**config.mk**
```make
export PLATFORM = sky130hd
export DESIGN_NAME = cpu_opcode_cycle_decoder
export DESIGN_NICKNAME = d
export VERILOG_FILES = /design/src/hw/cpu_decode_pkg.sv /design/src/hw/opcode_decode_rom.sv /design/src/hw/cpu_opcode_cycle_decoder.sv
export SDC_FILE = /design/constraint.sdc
export NUM_CORES = 1
export LEC_CHECK = 0
export ABC_AREA = 1
export BUFFER_PORTS_ARGS = -buffer_cell sky130_fd_sc_hd__buf_2
export CORE_UTILIZATION = 30
export DETAILED_ROUTE_END_ITERATION = 7
export PLACE_DENSITY_LB_ADDON = 0.12
export RECOVER_POWER = 100
export SETUP_SLACK_MARGIN = 0.3
export SLEW_MARGIN = 20
export SYNTH_ARGS = -nofsm -noshare
export SYNTH_HDL_FRONTEND = slang
export SYNTH_HIERARCHICAL = 1
export SYNTH_SLANG_ARGS = --single-unit
```
**constraint.sdc**
```tcl
create_clock -name clk_sys_in -period 6.7 [get_ports clk_sys_in]
set_input_delay 0.335 -clock clk_sys_in [delete_from_list [all_inputs] [get_ports clk_sys_in]]
set_output_delay 0.335 -clock clk_sys_in [all_outputs]
set_load 0.005 [all_outputs]
```
**src/hw/cpu_decode_pkg.sv**
```systemverilog
package cpu_decode_pkg;

  typedef enum logic [3:0] {
    direct_page_mode,
    extended_address_mode,
    immediate_operand_mode,
    inherent_mode,
    indexed_no_offset_mode,
    indexed_short_offset_mode,
    indexed_long_offset_mode,
    indexed_postinc_mode,
    indexed_short_postinc_mode,
    relative_branch_mode,
    stack_short_offset_mode,
    stack_long_offset_mode
  } addr_mode_type;

  typedef enum logic [3:0] {
    cls_bit_test_branch,
    cls_bit_update,
    cls_rel_branch,
    cls_read_modify_write,
    cls_control,
    cls_alu_memory,
    cls_compare_branch,
    cls_multiply_divide,
    cls_outside
  } instr_class_type;

  typedef enum logic [2:0] {
    cyc_idle,
    cyc_free,
    cyc_program,
    cyc_read,
    cyc_write,
    cyc_push,
    cyc_pop,
    cyc_vector
  } bus_cycle_type;

  typedef struct packed {
    logic            in_table;
    instr_class_type iclass;
    addr_mode_type   mode;
    logic [1:0]      length;
    logic [3:0]      cycles;
    logic [2:0]      pops;
    logic [2:0]      pushes;
    logic            vector;
    logic            writes;
  } decode_type;

  typedef struct packed {
    bus_cycle_type kind;
    logic [15:0]   addr;
    logic          write;
    logic [7:0]    wdata;
  } bus_req_type;

  // Opcode map layout
  localparam logic [3:0]  LAST_ROW_NIBBLE = 4'h5;
  localparam logic [1:0]  MAX_OPERANDS    = 2'h2;

  // Vector page and the low address of the software vector high byte
  localparam logic [7:0]  VECTOR_PAGE     = 8'hFF;
  localparam logic [7:0]  SWI_VECTOR_LO   = 8'hFC;

  // Stack traffic of the control row
  localparam logic [2:0]  INT_RETURN_POPS = 3'h5;
  localparam logic [2:0]  RTS_POPS        = 3'h2;
  localparam logic [2:0]  SWI_PUSHES      = 3'h5;
  localparam logic [1:0]  VECTOR_BYTES    = 2'h2;

  // Values after reset
  localparam logic [15:0] PC_RESET        = 16'h0000;
  localparam logic [15:0] ADDR_RESET      = 16'h0000;
  localparam logic [7:0]  BYTE_RESET      = 8'h00;
  localparam logic [3:0]  COUNT_RESET     = 4'h0;

endpackage : cpu_decode_pkg

```
**src/hw/opcode_decode_rom.sv**
```systemverilog
`timescale 1ns/100ps
module opcode_decode_rom (
  // Clock and reset
  input  wire logic                     clk_sys_in,
  input  wire logic                     srst_in,
  // Lookup
  input  wire logic                     load_in,
  input  wire logic [7:0]               opcode_in,
  output      cpu_decode_pkg::decode_type decode_out
);
  import cpu_decode_pkg::*;

  decode_type rom_q;
  decode_type rom_d;

  function automatic decode_type entry(input instr_class_type c,
                                       input addr_mode_type m,
                                       input logic [1:0] len,
                                       input logic [3:0] cyc,
                                       input logic wr);
    decode_type e;
    e = '0;
    e.in_table = 1'b1;
    e.iclass   = c;
    e.mode     = m;
    e.length   = len;
    e.cycles   = cyc;
    e.writes   = wr;
    return e;
  endfunction : entry

  function automatic decode_type lookup(input logic [7:0] op);
    decode_type e;
    e = '0;
    e.iclass = cls_outside;
    if (op[3:0] > LAST_ROW_NIBBLE) begin
      return e;
    end
    unique case (op[7:4])
      4'h0: e = entry(cls_bit_test_branch, direct_page_mode,
                      2'd3, 4'd5, 1'b0);
      4'h1: e = entry(cls_bit_update, direct_page_mode, 2'd2, 4'd5, 1'b1);
      4'h2: e = entry(cls_rel_branch, relative_branch_mode, 2'd2, 4'd3, 1'b0);
      4'h3: e = entry(cls_read_modify_write, direct_page_mode,
                      2'd2, 4'd5, 1'b1);
      4'h4: e = entry(cls_read_modify_write, inherent_mode, 2'd1, 4'd1, 1'b0);
      4'h5: e = entry(cls_read_modify_write, inherent_mode, 2'd1, 4'd1, 1'b0);
      4'h6: e = entry(cls_read_modify_write, indexed_short_offset_mode,
                      2'd2, 4'd5, 1'b1);
      4'h7: e = entry(cls_read_modify_write, indexed_no_offset_mode,
                      2'd1, 4'd4, 1'b1);
      4'h8: e = entry(cls_control, inherent_mode, 2'd1, 4'd1, 1'b0);
      4'h9: e = entry(cls_rel_branch, relative_branch_mode, 2'd2, 4'd3, 1'b0);
      4'hA: e = entry(cls_alu_memory, immediate_operand_mode,
                      2'd2, 4'd2, 1'b0);
      4'hB: e = entry(cls_alu_memory, direct_page_mode, 2'd2, 4'd3, 1'b0);
      4'hC: e = entry(cls_alu_memory, extended_address_mode,
                      2'd3, 4'd4, 1'b0);
      4'hD: e = entry(cls_alu_memory, indexed_long_offset_mode,
                      2'd3, 4'd4, 1'b0);
      4'hE: e = entry(cls_alu_memory, indexed_short_offset_mode,
                      2'd2, 4'd3, 1'b0);
      4'hF: e = entry(cls_alu_memory, indexed_no_offset_mode,
                      2'd1, 4'd3, 1'b0);
    endcase
    case (op)
      8'h31: e = entry(cls_compare_branch, direct_page_mode, 2'd3, 4'd5, 1'b0);
      8'h41: e = entry(cls_compare_branch, immediate_operand_mode,
                       2'd3, 4'd4, 1'b0);
      8'h51: e = entry(cls_compare_branch, immediate_operand_mode,
                       2'd3, 4'd4, 1'b0);
      8'h61: e = entry(cls_compare_branch, indexed_short_postinc_mode,
                       2'd3, 4'd5, 1'b0);
      8'h71: e = entry(cls_compare_branch, indexed_postinc_mode,
                       2'd2, 4'd5, 1'b0);
      8'h32: e = entry(cls_alu_memory, extended_address_mode,
                       2'd3, 4'd5, 1'b0);
      8'h42: e = entry(cls_multiply_divide, inherent_mode,
                       2'd1, 4'd5, 1'b0);
      8'h52: e = entry(cls_multiply_divide, inherent_mode,
                       2'd1, 4'd6, 1'b0);
      8'h62: e = entry(cls_alu_memory, inherent_mode, 2'd1, 4'd1, 1'b0);
      8'h72: e = entry(cls_alu_memory, inherent_mode, 2'd1, 4'd1, 1'b0);
      8'h35: e = entry(cls_alu_memory, direct_page_mode, 2'd2, 4'd4, 1'b1);
      8'h45: e = entry(cls_alu_memory, immediate_operand_mode,
                       2'd3, 4'd3, 1'b0);
      8'h55: e = entry(cls_alu_memory, direct_page_mode, 2'd2, 4'd4, 1'b0);
      8'h65: e = entry(cls_alu_memory, immediate_operand_mode,
                       2'd3, 4'd3, 1'b0);
      8'h75: e = entry(cls_alu_memory, direct_page_mode, 2'd2, 4'd5, 1'b0);
      8'h80: begin
        e = entry(cls_control, inherent_mode, 2'd1, 4'd9, 1'b0);
        e.pops = INT_RETURN_POPS;
      end
      8'h81: begin
        e = entry(cls_control, inherent_mode, 2'd1, 4'd6, 1'b0);
        e.pops = RTS_POPS;
      end
      8'h82: e = entry(cls_control, inherent_mode, 2'd1, 4'd5, 1'b0);
      8'h83: begin
        e = entry(cls_control, inherent_mode, 2'd1, 4'd11, 1'b0);
        e.pushes = SWI_PUSHES;
        e.vector = 1'b1;
      end
      8'h94: e = entry(cls_control, inherent_mode, 2'd1, 4'd2, 1'b0);
      8'h95: e = entry(cls_control, inherent_mode, 2'd1, 4'd2, 1'b0);
      default: begin
      end
    endcase
    return e;
  endfunction : lookup

  always_comb begin
    rom_d = load_in ? lookup(opcode_in) : rom_q;
  end

  always_ff @(posedge clk_sys_in) begin
    if (srst_in) begin
      rom_q <= '0;
    end else begin
      rom_q <= rom_d;
    end
  end

  assign decode_out = rom_q;

endmodule : opcode_decode_rom

```
**src/hw/cpu_opcode_cycle_decoder.sv**
```systemverilog
// Overview of operation
// - Free cycle is one clock long and shows as a read.
// - Program fetch reads next sequential byte and bumps fetch pointer.
// - Push writes one byte to stack; pop reads one byte.
// - Vector bytes come from the top page, high byte first.
// - Operands are zero, one or two bytes depending on addressing mode.
// - Relative forms carry one offset byte added to program counter.
// - Indexed modes: no offset, 8-bit unsigned, 16-bit added to H:X.
// - Two post-increment indexed modes bump H:X after the access.
// - Stack modes add an 8-bit or 16-bit offset to SP.
// - Opcodes 41 and 51 are three bytes, four cycles.
// - Opcode 71 two bytes five cycles; 61 three bytes five cycles.
// - Opcode 81 is one inherent byte taking six cycles.
// - Compare A1 immediate 2/2, C1 extended 3/4, E1 short indexed 2/3.
// - Opcode 01 is three bytes, five cycles.
// - E1 and A1 are two bytes; three and two cycles.
`timescale 1ns/100ps
module cpu_opcode_cycle_decoder (
  // Clock and reset
  input  wire logic                          clk_sys_in,
  input  wire logic                          srst_in,
  // Opcode from the fetch path
  input  wire logic                          opcode_valid_in,
  input  wire logic [7:0]                    opcode_in,
  output      logic                          opcode_ready_out,
  // Datapath state
  input  wire logic [15:0]                   index_hx_in,
  input  wire logic [15:0]                   stack_ptr_in,
  input  wire logic                          pc_load_in,
  input  wire logic [15:0]                   pc_value_in,
  input  wire logic [7:0]                    write_data_in,
  // Decode results
  output      cpu_decode_pkg::decode_type    decode_out,
  output      logic                          out_of_table_out,
  // System bus
  output      cpu_decode_pkg::bus_req_type   bus_out,
  input  wire logic [7:0]                    read_data_in,
  // Completion
  output      logic                          done_out,
  output      logic                          index_inc_out,
  output      logic [15:0]                   branch_target_out,
  output      logic [15:0]                   eff_addr_out,
  output      logic [15:0]                   pc_out
);
  import cpu_decode_pkg::*;

  typedef enum logic [1:0] {st_idle, st_decode, st_run} seq_state_type;

  seq_state_type state_q, state_d;
  decode_type    dec;
  logic [3:0]    cyc_q, cyc_d;
  logic [15:0]   pc_q, pc_d;
  logic [15:0]   stk_q, stk_d;
  logic [1:0]    vec_q, vec_d;
  logic [7:0]    byte0_q, byte0_d;
  logic [7:0]    byte1_q, byte1_d;
  logic          slot_vld_q, slot_vld_d;
  logic          slot_idx_q, slot_idx_d;
  bus_req_type   bus_q, bus_d;
  logic          done_q, done_d;
  logic          oot_q, oot_d;
  logic          inc_q, inc_d;
  logic [15:0]   tgt_q, tgt_d;
  logic [15:0]   ea_q, ea_d;

  logic [7:0]    cur0, cur1, rel;
  logic [15:0]   ea_now;
  bus_cycle_type kind;

  // Table sits one flop behind the opcode strobe
  opcode_decode_rom u_rom (
    .clk_sys_in (clk_sys_in),
    .srst_in    (srst_in),
    .load_in    (opcode_valid_in && (state_q == st_idle)),
    .opcode_in  (opcode_in),
    .decode_out (dec)
  );

  function automatic logic [15:0] effective_addr(input addr_mode_type m,
                                                 input logic [7:0] b0,
                                                 input logic [7:0] b1,
                                                 input logic [15:0] hx,
                                                 input logic [15:0] sp);
    logic [15:0] r;
    r = ADDR_RESET;
    unique case (m)
      direct_page_mode:           r = {8'h00, b0};
      extended_address_mode:      r = {b0, b1};
      indexed_no_offset_mode,
      indexed_postinc_mode:       r = hx;
      indexed_short_offset_mode,
      indexed_short_postinc_mode: r = hx + {8'h00, b0};
      indexed_long_offset_mode:   r = hx + {b0, b1};
      stack_short_offset_mode:    r = sp + {8'h00, b0};
      stack_long_offset_mode:     r = sp + {b0, b1};
      immediate_operand_mode,
      inherent_mode,
      relative_branch_mode:       r = ADDR_RESET;
    endcase
    return r;
  endfunction : effective_addr

  // Modes whose operand lives in memory, not in the opcode stream
  function automatic logic has_memory_operand(input addr_mode_type m);
    return !(m == immediate_operand_mode || m == inherent_mode ||
             m == relative_branch_mode);
  endfunction : has_memory_operand

  // Bus activity of cycle k within the instruction
  // Order: operands, pops, pushes, vectors, read, then free; a write takes the cycle before the last
  // The last cycle always fetches the next opcode
  function automatic bus_cycle_type cycle_kind(input decode_type d,
                                               input logic [3:0] k);
    logic [3:0] opnds;
    logic [3:0] last;
    bus_cycle_type t;

    opnds = {2'b00, d.length} - 4'd1;
    last  = d.cycles - 4'd1;
    t     = cyc_free;

    if (k < opnds || k == last) begin
      t = cyc_program;
    end else if (k < opnds + {1'b0, d.pops}) begin
      t = cyc_pop;
    end else if (k < opnds + {1'b0, d.pushes}) begin
      t = cyc_push;
    end else if (d.vector &&
                 k < opnds + {1'b0, d.pushes} + {2'b00, VECTOR_BYTES}) begin
      t = cyc_vector;
    end else if (has_memory_operand(d.mode) && k == opnds &&
                 d.iclass != cls_bit_test_branch) begin
      t = cyc_read;
    end else if (d.writes && k == last - 4'd1) begin
      t = cyc_write;
    end
    return t;
  endfunction : cycle_kind

  // Forward the operand byte that is on the bus this cycle
  always_comb begin
    cur0 = byte0_q;
    cur1 = byte1_q;
    if (slot_vld_q && !slot_idx_q) begin
      cur0 = read_data_in;
    end
    if (slot_vld_q && slot_idx_q) begin
      cur1 = read_data_in;
    end
    rel    = dec.length[0] ? cur1 : cur0;
    ea_now = effective_addr(dec.mode, cur0, cur1, index_hx_in, stk_q);
    kind   = cycle_kind(dec, cyc_q);
  end

  always_comb begin
    state_d    = state_q;
    cyc_d      = cyc_q;
    pc_d       = pc_q;
    stk_d      = stk_q;
    vec_d      = vec_q;
    byte0_d    = cur0;
    byte1_d    = cur1;
    slot_vld_d = 1'b0;
    slot_idx_d = 1'b0;
    bus_d      = '0;
    bus_d.kind = cyc_idle;
    bus_d.addr = pc_q;
    done_d     = 1'b0;
    oot_d      = 1'b0;
    inc_d      = 1'b0;
    tgt_d      = tgt_q;
    ea_d       = ea_q;

    unique case (state_q)
      st_idle: begin
        if (opcode_valid_in) begin
          state_d = st_decode;
        end
      end
      st_decode: begin
        byte0_d = BYTE_RESET;
        byte1_d = BYTE_RESET;
        if (!dec.in_table) begin
          oot_d   = 1'b1;
          state_d = st_idle;
        end else begin
          state_d = st_run;
          cyc_d   = COUNT_RESET;
          stk_d   = stack_ptr_in;
          vec_d   = 2'h0;
        end
      end
      st_run: begin
        ea_d       = ea_now;
        bus_d.kind = kind;
        unique case (kind)
          cyc_program: begin
            bus_d.addr = pc_q;
            pc_d       = pc_q + 16'h0001;
            if (cyc_q < {2'b00, dec.length} - 4'd1) begin
              slot_vld_d = 1'b1;
              slot_idx_d = cyc_q[0];
            end
          end
          cyc_pop: begin
            bus_d.addr = stk_q + 16'h0001;
            stk_d      = stk_q + 16'h0001;
          end
          cyc_push: begin
            bus_d.addr  = stk_q;
            bus_d.write = 1'b1;
            bus_d.wdata = write_data_in;
            stk_d       = stk_q - 16'h0001;
          end
          cyc_vector: begin
            // High byte first, so the low address comes first
            bus_d.addr = {VECTOR_PAGE, SWI_VECTOR_LO + {6'h00, vec_q}};
            vec_d      = vec_q + 2'h1;
          end
          cyc_read: begin
            bus_d.addr = ea_now;
          end
          cyc_write: begin
            bus_d.addr  = ea_q;
            bus_d.write = 1'b1;
            bus_d.wdata = write_data_in;
          end
          cyc_free: begin
            // Free cycle still drives a harmless read of the fetch pointer
            bus_d.addr = pc_q;
          end
          cyc_idle: begin
            bus_d.addr = pc_q;
          end
        endcase
        // Done rides with the last fetch so ready returns at once
        if (cyc_q == dec.cycles - 4'd1) begin
          done_d  = 1'b1;
          state_d = st_idle;
          // pc_q already points past the instruction here
          tgt_d   = pc_q + {{8{rel[7]}}, rel};
          inc_d   = (dec.mode == indexed_postinc_mode) ||
                    (dec.mode == indexed_short_postinc_mode);
        end else begin
          cyc_d = cyc_q + 4'd1;
        end
      end
    endcase
    // Datapath redirect wins over a sequential fetch
    if (pc_load_in) begin
      pc_d = pc_value_in;
    end
  end

  // Reset leaves the bus idle so memory sees no stray access
  always_ff @(posedge clk_sys_in) begin
    if (srst_in) begin
      state_q    <= st_idle;
      cyc_q      <= COUNT_RESET;
      pc_q       <= PC_RESET;
      stk_q      <= ADDR_RESET;
      vec_q      <= 2'h0;
      byte0_q    <= BYTE_RESET;
      byte1_q    <= BYTE_RESET;
      slot_vld_q <= 1'b0;
      slot_idx_q <= 1'b0;
      bus_q      <= '0;
      done_q     <= 1'b0;
      oot_q      <= 1'b0;
      inc_q      <= 1'b0;
      tgt_q      <= ADDR_RESET;
      ea_q       <= ADDR_RESET;
    end else begin
      state_q    <= state_d;
      cyc_q      <= cyc_d;
      pc_q       <= pc_d;
      stk_q      <= stk_d;
      vec_q      <= vec_d;
      byte0_q    <= byte0_d;
      byte1_q    <= byte1_d;
      slot_vld_q <= slot_vld_d;
      slot_idx_q <= slot_idx_d;
      bus_q      <= bus_d;
      done_q     <= done_d;
      oot_q      <= oot_d;
      inc_q      <= inc_d;
      tgt_q      <= tgt_d;
      ea_q       <= ea_d;
    end
  end

  assign opcode_ready_out  = (state_q == st_idle);
  assign decode_out        = dec;
  assign out_of_table_out  = oot_q;
  assign bus_out           = bus_q;
  assign done_out          = done_q;
  assign index_inc_out     = inc_q;
  assign branch_target_out = tgt_q;
  assign eff_addr_out      = ea_q;
  assign pc_out            = pc_q;

endmodule : cpu_opcode_cycle_decoder

```
; Yosys cells after proc, flatten, opt, wreduce, memory -nomap -nowiden
; Memory sizes are Yosys's and may differ from the RTL's.
; Index checks and enable logic that the tools add are counted.
[word_totals]
romBits = 208
regBits = 144
latchBits = 0
memories = 1
ramBits = 0
in_bits = 76
[memory_table]
columns = name, depth, width, rd, rd_clocked_by_memory_dff, write_ports, line
row1 = (name not given), 16, 13, 1, 0, 0, opcode_decode_rom.sv:39  ; unique case (op[7:4])
[classes]
n_div = 0
bitwise = 6
n_mul = 0
n_lt_le_gt_ge = 5
reduce_logical = 42
shift = 0
eq_ne = 50
mux = 36
addsub = 17
[op_table]
columns = op, count
row1 = 23-bit case mux with 17 select lines, 1
row2 = 16-bit case mux with 8 select lines, 1
row3 = "8-bit by 7-bit equality test with 1-bit output, second input constant", 12
row4 = 16-bit case mux with 6 select lines, 1
row5 = 16-bit two-way mux, 4
row6 = 16-bit case mux with 2 select lines, 2
row7 = 16-bit adder, 3
row8 = "8-bit equality test, second input constant", 6
row9 = 23-bit two-way mux, 2
row10 = "16-bit by 1-bit adder with 16-bit output, second input constant", 2
row11 = 16-bit by 8-bit adder with 16-bit output, 2
row12 = 25-bit two-way mux, 1
row13 = "8-bit by 6-bit equality test with 1-bit output, second input constant", 3
row14 = 8-bit two-way mux, 3
row15 = 2-bit OR reduction, 10
row16 = 3-bit two-way mux, 6
row17 = "4-bit by 3-bit equality test with 1-bit output, second input constant", 4
row18 = "4-bit equality test, second input constant", 4
row19 = 4-bit less-than comparator, 4
row20 = "16-bit by 1-bit subtractor with 16-bit output, second input constant", 1
row21 = 3-bit OR reduction, 5
row22 = "3-bit equality test, second input constant", 4
row23 = 4-bit equality test, 3
row24 = 2-bit two-way mux, 5
row25 = 35 further kinds, 67

; Logic depth before layout (Yosys ltp)
; Gate-level depths: netlist (run 1).
[logic_depth]
depth_word = 15
depth_mapped = 26
ltp_nobuf = 25

; Hierarchy
; The synthesis (run 1) kept the hierarchy.
[modules_own_cells]
columns = module, seq_area_each_um2, area_per_inst_um2, cells_each, instances
row1 = cpu_opcode_cycle_decoder, 2422.3, 10410.0, 1694, 1
row2 = opcode_decode_rom, 380.4, 1451.4, 253, 1

; Worst setup path after synthesis (run 1)
; OpenSTA, ideal clock, no wires.
[synth_path]
path_kind = flip-flop to flip-flop
from = register u_rom.rom_q (netlist bit u_rom/decode_out[12])
to = register vec_q[1]
setup_time_ps = 116
synth_period_minus_slack_ps = 3561
arrival_time_ps = 3445
path_buffers = 0
path_stages_with_launch = 21
path_slack_ps = 3139
path_cell_list = dfxtp_1 -> inv_1 -> ha_1 -> inv_1 -> fa_1 -> xor2_1 -> ha_1 -> xor2_1 -> ha_1 -> a21oi_1 -> nand3_1 -> nand2_1 -> inv_1 -> nand2_2 -> nand3_2 -> nor2_1 -> nand2_1 -> a21oi_1 -> nand2_1 -> nand2_1 -> a21oi_1
[synth_via]
elab_chain_len = 12
elab_cells_between_ends = 21
[synth_rtl]
columns = item, line
row1 = "start, declared", opcode_decode_rom.sv:13  ; decode_type rom_q;
row2 = "start signal, assigned", opcode_decode_rom.sv:121  ; rom_q <= rom_d;
row3 = 2-bit by 1-bit subtractor with 3-bit output *, cpu_opcode_cycle_decoder.sv:118  ; opnds = {2'b00, d.length} - 4'd1;
row4 = 4-bit by 3-bit adder with 4-bit output or 4-bit equality test (tied branches), "cpu_opcode_cycle_decoder.sv:126, cpu_opcode_cycle_decoder.sv:129, cpu_opcode_cycle_decoder.sv:131"
row5 = 4-bit by 2-bit adder with 4-bit output or 1-bit logical AND (tied branches), "cpu_opcode_cycle_decoder.sv:129, cpu_opcode_cycle_decoder.sv:131"
row6 = 4-bit less-than comparator or 1-bit logical AND (tied branches), "cpu_opcode_cycle_decoder.sv:129, cpu_opcode_cycle_decoder.sv:131"
row7 = 1-bit logical AND or 3-bit two-way mux (tied branches), "cpu_opcode_cycle_decoder.sv:128, cpu_opcode_cycle_decoder.sv:131"
row8 = 3-bit two-way mux, cpu_opcode_cycle_decoder.sv:128  ; end else if (d.vector &&
row9 = 3-bit two-way mux, cpu_opcode_cycle_decoder.sv:126  ; end else if (k < opnds + {1'b0, d.pushes}) begin
row10 = 3-bit two-way mux, cpu_opcode_cycle_decoder.sv:124  ; end else if (k < opnds + {1'b0, d.pops}) begin
row11 = 3-bit two-way mux *, cpu_opcode_cycle_decoder.sv:122  ; if (k < opnds || k == last) begin
row12 = 3-bit equality test *, cpu_opcode_cycle_decoder.sv:196  ; unique case (kind)
row13 = 2-bit by 1-bit != test with 1-bit output (no line) *, -
row14 = 3-bit AND reduction (no line) *, -
row15 = "end signal, assigned", cpu_opcode_cycle_decoder.sv:278  ; vec_q <= vec_d;
row16 = "end, declared", cpu_opcode_cycle_decoder.sv:54  ; logic [1:0] vec_q, vec_d;
; Mark *: on every way between the ends. The rest lies on a longest branch, timed or not.
; A chain may end at the register's enable or synchronous reset.

; Worst setup path after layout (run 1)
[layout_path]
from = register u_rom.rom_q (netlist bit u_rom/decode_out[12])
to = register stk_q[9]
[layout_via]
elab_chain_len = 12
elab_cells_between_ends = 24
[layout_rtl]
columns = item, line
row1 = 2-bit by 1-bit subtractor with 3-bit output *, cpu_opcode_cycle_decoder.sv:118
row2 = 4-bit by 3-bit adder with 4-bit output or 4-bit equality test (tied branches), "cpu_opcode_cycle_decoder.sv:126, cpu_opcode_cycle_decoder.sv:129, cpu_opcode_cycle_decoder.sv:131"
row3 = 4-bit by 2-bit adder with 4-bit output or 1-bit logical AND (tied branches), "cpu_opcode_cycle_decoder.sv:129, cpu_opcode_cycle_decoder.sv:131"
row4 = 4-bit less-than comparator or 1-bit logical AND (tied branches), "cpu_opcode_cycle_decoder.sv:129, cpu_opcode_cycle_decoder.sv:131"
row5 = 1-bit logical AND or 3-bit two-way mux (tied branches), "cpu_opcode_cycle_decoder.sv:128, cpu_opcode_cycle_decoder.sv:131"
row6 = 3-bit two-way mux, cpu_opcode_cycle_decoder.sv:128
row7 = 3-bit two-way mux, cpu_opcode_cycle_decoder.sv:126
row8 = 3-bit two-way mux, cpu_opcode_cycle_decoder.sv:124
row9 = 3-bit two-way mux *, cpu_opcode_cycle_decoder.sv:122
row10 = 3-bit equality test, cpu_opcode_cycle_decoder.sv:196
row11 = 16-bit case mux with 2 select lines or 3-bit by 1-bit != test with 1-bit output (tied branches), -
row12 = 16-bit case mux with 2 select lines or 3-bit AND reduction (tied branches), -
row13 = "end signal, assigned", cpu_opcode_cycle_decoder.sv:277  ; stk_q <= stk_d;
row14 = "end, declared", cpu_opcode_cycle_decoder.sv:53  ; logic [15:0] stk_q, stk_d;
; Marks and branches as above.

==> impl_metrics.tcl, run 1 <==
set metrics [dict create \
    outcome "finished with violations" \
    failed_checks "max-capacitance violations, max-slew violations" \
    pwr-share-clk 0.274 \
    htree_num_levels 4 \
    clock-sinks 140 \
    postSynthCellCount 1947 \
    fin_setup_tns_ps 0 \
    finalPower_mw 3.52 \
    start_util 0.305 \
    antenna_found_initial 0 \
    crit_path_start_kind "flip-flop" \
    postPlaceCellArea_um2 13100 \
    syn_area_um2 11900 \
    num_vias 12934 \
    nets 2245 \
    drt_iter0_markers 829 \
    worstPathCellList "inv_1, ha_1, inv_1, fa_1, xor2_1, ha_1, xor2_1, ha_1, nand2_1, inv_1, nand2_1, nand3_1, nand2_1, and2_4, nor2_8, nand3_1, nand3_1, nand2_2, inv_2, nand2_1, a21oi_1, nor2_1" \
    seq_area_frac_synth 0.236 \
    crit_type "reg -> reg" \
    synth_top_cell_by_area "dfxtp_1" \
    cp_top_family "simple AND/OR/NAND/NOR gates" \
    grt_pass1_wl_um 70700 \
    arrival_ps 5650 \
    met2_usage 0.374 \
    finalNonFillerCells 2618 \
    synth_edf_count 0 \
    drive_above_1_share 0.100 \
    synth_most_common_cell "nand2_1" \
    timing.critical_path.mode_cell "nand2_1" \
    pwr-share-seq 0.336 \
    path_buf_inv 4 \
    cp_slowest_cell "nand3_1" \
    clockBufferDepth 2 \
    rows 72 \
    p_comb_frac 0.390 \
    die_w_um 201 \
    grt_pass1_vias 12345 \
    fin_skew_ps 12.3 \
    yosys-top-cells-area "dfxtp_1, nand2_1, ha_1, nor2_1, a21oi_1" \
    cts-root-buf "clkbuf_16" \
    grt_max_degree 62 \
    grt_use_met3 0.0370 \
    crit_fanout 20 \
    io-pin-count 179 \
    die_h_um 201 \
    cts_tree "done" \
    cp.required_ps 7040 \
    cts_made_buffers 17 \
    post_cts_resized 0 \
    finalMaxSlewViolations 110 \
    grt_setup_unrepaired "false" \
    hold_class "in -> reg" \
    leakage_nw 6.44 \
    clkTransAtPathRegs_ps 60 \
    reg2reg_from "u_rom/decode_out[12]$_SDFFE_PP0P_" \
    p_sw_frac 0.440 \
    wl_per_cell_um 17.3 \
    final_util 0.350 \
    gp_congestion 0.919 \
    worstHoldStart "write_data_in[3]" \
    placed_cells 2586 \
    grt_use_met1 0.292 \
    die_area_um2 40300 \
    min_period_over_period 0.793 \
    dr.pass1.iters 5 \
    startpoint "u_rom/decode_out[12]$_SDFFE_PP0P_" \
    worstMarginPinSlew_ps 2820 \
    hold_viol_final 0 \
    avgSynthCellArea_um2 6.09 \
    drc 0 \
    hpwl_um 35300 \
    ant_nets 0 \
    switchingPower_mw 1.55 \
    viasPerCell 4.94 \
    port_buffers 177 \
    cts_setup_buffers 0 \
    max_freq_mhz 188 \
    synthArstFlopShare 0 \
    cts-hold-fix-buffers 0 \
    ys_warn_count 6 \
    synth_top_area_frac 0.236 \
    top_usage_layer "met2" \
    wirelength_um 45200 \
    fin_area_um2 13600 \
    synth_top_cells_by_count "nand2_1, nor2_1, inv_1" \
    critPathMaxStageDelay_ps 760 \
    grt-ovfl-total 0 \
    cp-end-kind "flip-flop" \
    worstSkewPairLatency_ps 460 \
    synthesis.nets 2105 \
    relSlewSlack -0.883 \
    setup_viol 0 \
    synth-main-ff-cell "dfxtp_1" \
    internal-power_mw 1.97 \
    track_usage 0.226 \
    area_growth_pct 14.6 \
    ys_ff_latch 140 \
    core_area_um2 38800 \
    ir_drop_mv 0.179 \
    period_minus_slack_ps 5310 \
    power_density_nw_per_um2 259 \
    synth_cell_types 54 \
    antenna_cells 0 \
    max_cap_violations 2 \
]
-- cells in the final DEF, fill, tap and decap left out, types with 10 or more instances in the layout --
cell type / netlist / layout
nand2_1: 503 / 505
nor2_1: 239 / 241
inv_1: 206 / 208
a21oi_1: 163 / 163
nand3_1: 159 / 162
dfxtp_1: 140 / 140
o21ai_0: 132 / 138
buf_2: 12 / 116
ha_1: 77 / 77
clkbuf_1: 41 / 65
xor2_1: 37 / 37
nand4_1: 28 / 28
inv_2: 22 / 20
clkbuf_16: 0 / 17
nor3_1: 15 / 15
xnor2_1: 14 / 14
o21ai_1: 16 / 10
a211oi_1: 10 / 10
buf_4: 8 / 10
-- power groups by stage --
stage / logic [mW] / registers, mW / clock network [mW]
floorplan: 1.04 / 1.04 / 0
global placement: 1.36 / 1.20 / 0
finish: 1.37 / 1.18 / 0.964
CTS: 1.38 / 1.18 / 0.988
detailed placement: 1.37 / 1.19 / 0
global route: 1.55 / 1.19 / 1.02
-- metrics by stage --
| stage | worst slack [ps] | hold slack (ps) |
|---|---|---|
| floorplan | 3140 | 434 |
| global placement | 2260 | 452 |
| detailed placement | 2150 | 460 |
| CTS | 2120 | 61.1 |
| global route | 871 | 71.6 |
| finish | 1390 | 85.2 |
-- flip-flops by register name (all words and copies together), names as in the netlist --
name and cells:
byte0_q 8, byte1_q 8, u_rom/decode_out 19, branch_target_out 16, out_of_table_out 1, pc_out 16
slot_vld_q 1, state_q 2, vec_q 2, cyc_q 4, stk_q 16, bus_out 28
done_out 1, index_inc_out 1, eff_addr_out 16, slot_idx_q 1
-- area by class of cell --
| cell class | instances | area (um^2) |
|---|---|---|
| Timing Repair Buffer | 190 | 896 |
| Multi-Input combinational cell | 1507 | 7800 |
| Fill cell | 4354 | 25200 |
| Clock buffer | 21 | 460 |
| Inverter | 231 | 872 |
| Sequential cell | 140 | 2800 |
| Tap cell | 518 | 648 |
| Clock inverter | 11 | 119 |
-- logic make-up (layout without fill, tap and decap cells) --
| group | count (synthesis) | count (layout) | share of synthesized area |
|---|---|---|---|
| and+or+nand+nor | 1004 | 1004 | 0.366 |
| AOI/OAI and AO/OA | 369 | 369 | 0.167 |
| buffers and inverters | 300 | 453 | 0.103 |
| DFF | 140 | 140 | 0.236 |
| adders and majority gates | 82 | 82 | 0.0897 |
| xor gates and xnor gates | 51 | 51 | 0.0377 |
| other | 1 | 1 | 0.000316 |
-- worst paths after layout --
check                                       end  slack (ps)  cells past startpoint
max                       stk_q[9]$_SDFFE_PP0P_        1390                     22
min                       bus_out[3]$_SDFF_PP0_          90                      3
max reg2reg               stk_q[9]$_SDFFE_PP0P_        1390                     22
min reg2reg  branch_target_out[12]$_SDFFE_PP0P_         470                      2
-- worst register-to-register path: stages, from the launching register on --
cell     delay, ps
dfxtp_1        590
inv_1          230
ha_1           400
inv_1          100
fa_1           410
xor2_1         190
ha_1           210
xor2_1         160
ha_1           300
nand2_1         50
inv_1           40
nand2_1         50
nand3_1         80
nand2_1         60
and2_4         160
nor2_8         210
nand3_1        770
nand3_1        390
nand2_2        240
inv_2          280
nand2_1        100
a21oi_1        130
nor2_1          50
-- metal layers --
metal	share of wire	vias up
met1	0.46	5873
met2	0.46	351
met5	0	-
li1	-	6631
met4	0.033	0
met3	0.046	79
No activity file was read; power rests on OpenSTA's default activity.
==> run 2, diff against run 1 <==
--- a/config.mk
+++ b/config.mk
@@ -5,7 +5,7 @@
 export SDC_FILE = /design/constraint.sdc
 export NUM_CORES = 1
 export LEC_CHECK = 0
-export ABC_AREA = 1
+export ABC_AREA = 0
 export BUFFER_PORTS_ARGS = -buffer_cell sky130_fd_sc_hd__buf_2
 export CORE_UTILIZATION = 30
 export DETAILED_ROUTE_END_ITERATION = 7
==> constraint.sdc (replaced) <==
create_clock -name clk_sys_in -period 5.55 [get_ports clk_sys_in]
set_input_delay 0.2775 -clock clk_sys_in [delete_from_list [all_inputs] [get_ports clk_sys_in]]
set_output_delay 0.2775 -clock clk_sys_in [all_outputs]
set_load 0.005 [all_outputs]
==> run 2 against run 1 <==
The run still ends with max-capacitance violations, max-slew violations left. Wire length fell by 10%. Final cell count down 24%. Clock skew fell by 2.4 ps. Sequential share of layout area increased by 1.4 points. Maximum frequency rose by 5.5%. Clock-buffer cell count down 1. Total power fell by 25%.
==> impl_metrics.tcl, run 2 <==
set metrics [dict create \
    fill_cells 3935 \
    grt_max_degree 66 \
    drive_above_1_share 0.139 \
    register_area_um2 2800 \
    num_vias 10662 \
    cp_slowest_cell "a2111oi_0" \
    final_common_cell "dfxtp_1" \
    avgSynthCellArea_um2 8.04 \
    cp.required_ps 5880 \
    synthArstFlopShare 0 \
    max_freq_mhz 198 \
    yosys-top-cells-area "dfxtp_1, ha_1, mux2i_1, a21oi_1, nor2_1" \
    crit_fanout 10 \
    clock-sinks 140 \
    clockBufferDepth 2 \
    cts-root-buf "clkbuf_16" \
    synth-main-ff-cell "dfxtp_1" \
    synth_cell_types 100 \
    largest_reg_flops 28 \
    cts_setup_buffers 0 \
    worstSkewPairLatency_ps 450 \
    core_area_um2 35900 \
    grt_pass1_vias 10088 \
    synthesis.nets 1532 \
    cts_made_buffers 17 \
    fin_area_um2 12700 \
    crit_path_start_kind "flip-flop" \
    cp_top_family "compound AO/OA/AOI/OAI gates" \
    worstPathCellList "inv_1, ha_1, inv_1, fa_1, xnor2_1, inv_1, ha_1, xor2_1, ha_1, nand2b_1, a2111oi_0, nor2_1, a21oi_1, nor3_2, clkbuf_1, a221o_1, a221o_1, a22o_1" \
    grt-ovfl-total 0 \
    wirelength_um 40500 \
    setup_viol 0 \
    failed_checks "max-capacitance violations, max-slew violations" \
    clkTransAtPathRegs_ps 60 \
    placed_cells 1952 \
    outcome "finished with violations" \
    min_period_over_period 0.908 \
    leakage_nw 5.24 \
    area_growth_pct 15.2 \
    ir_drop_mv 0.228 \
    ys_ff_latch 140 \
    syn_area_um2 11000 \
    grt_pass1_wl_um 61700 \
    power_density_nw_per_um2 209 \
    fin_setup_tns_ps 0 \
    synth_top_cells_by_count "dfxtp_1, nor2_1, nand2_1" \
    wl_per_cell_um 20.5 \
    fin_skew_ps 9.93 \
    dr.pass1.iters 5 \
    synth_edf_count 0 \
    postPlaceCellArea_um2 12300 \
    crit_type "reg -> reg" \
    drc 0 \
    antenna_found_initial 0 \
    antenna_cells 0 \
    start_util 0.307 \
    max_cap_violations 3 \
    cts_tree "done" \
    finalNonFillerCells 1981 \
    layout_common_cells "dfxtp_1, nor2_1, nand2_1" \
    rows 69 \
    period_minus_slack_ps 5040 \
    port_buffers 177 \
    hold_class "in -> reg" \
    postSynthCellCount 1374 \
    die_w_um 194 \
    io-pin-count 179 \
    hpwl_um 31500 \
    arrival_ps 5370 \
    worstMarginPinSlew_ps 3180 \
    synth_top_area_frac 0.254 \
    viasPerCell 5.38 \
    grt_setup_unrepaired "false" \
    ys_warn_count 6 \
    htree_num_levels 4 \
    die_h_um 194 \
    path_buf_inv 4 \
    drt_iter0_markers 695 \
    ant_nets 0 \
    post_cts_resized 0 \
    synth_most_common_cell "dfxtp_1" \
    multi_input_area_um2 7650 \
    finalMaxSlewViolations 74 \
    cp-end-kind "flip-flop" \
    track_usage 0.213 \
    nets 1668 \
    die_area_um2 37600 \
    relSlewSlack -1.12 \
    seq_area_frac_synth 0.254 \
    synth_top_cell_by_area "dfxtp_1" \
    gp_congestion 0.889 \
    critPathMaxStageDelay_ps 490 \
    hold_viol_final 0 \
    cts-hold-fix-buffers 0 \
]
run 2: changes by cell type in the layout (fill, tap and decap cells not counted), sizes merged, moves of 64 or more:
cell / change
nor2: -123
nand2: -382
o21ai: -64
nand3: -132
inv: -190
mux2i: +64
run 2: power breakdown:
part           internal, mW  leakage, nW  switching (mW)
clock network         0.680        0.272           0.482
registers              1.03         1.14          0.0590
logic                 0.163         3.83           0.240
total                  1.88         5.24           0.781
run 2: layout make-up:
cell class / instances / share of cell area
Multi-Input combinational cell: 1111 / 0.601
Sequential cell: 140 / 0.220
Timing Repair Buffer: 200 / 0.0761
Tap cell: 461 / 0.0453
Clock buffer: 20 / 0.0359
Inverter: 40 / 0.0118
Clock inverter: 9 / 0.00915
run 2: logic make-up (layout without fill, tap and decap cells):
| family | after synthesis | in the layout | synth area share |
|---|---|---|---|
| xor gates and xnor gates | 73 | 73 | 0.0623 |
| other | 1 | 1 | 0.000340 |
| buffers and inverters | 123 | 269 | 0.0493 |
| AOI/OAI and AO/OA | 415 | 415 | 0.265 |
| and+or+nand+nor | 472 | 472 | 0.211 |
| DFF | 140 | 140 | 0.254 |
| adders and majority gates | 82 | 82 | 0.0963 |
| muxes | 68 | 68 | 0.0621 |
run 2: path summary, 6_finish.rpt:
kind / from / to / slack, ps / depth (start not counted)
worst max-delay path: u_rom/decode_out[12]$_SDFFE_PP0P_ / bus_out[15]$_SDFF_PP0_ / 510 / 18
worst min-delay path: write_data_in[4] / bus_out[4]$_SDFF_PP0_ / 30 / 2
worst max register to register: u_rom/decode_out[12]$_SDFFE_PP0P_ / bus_out[15]$_SDFF_PP0_ / 510 / 18
worst min register to register: branch_target_out[3]$_SDFFE_PP0P_ / branch_target_out[3]$_SDFFE_PP0P_ / 450 / 2
run 2: metal layers:
layer / vias up / global-route usage / routed length [um]
li1: 5310 / - / -
met1: 5049 / 0.304 / 20300
met2: 274 / 0.330 / 17800
met3: 29 / 0.0411 / 1980
met4: 0 / 0.0488 / 524
met5: - / 0 / 0
run 2: metrics by stage:
stage                     total power [mW]   util  hold WS [ps]  setup slack (ps)
final                                 2.66  0.354          32.5               510
after global routing                  2.78  0.354          30.8               199
after CTS                             2.70  0.358          10.6               702
after detailed placement              1.52  0.342           444               721
after global placement                1.52  0.342           439               780
after floorplan                       1.37      -           399              1110
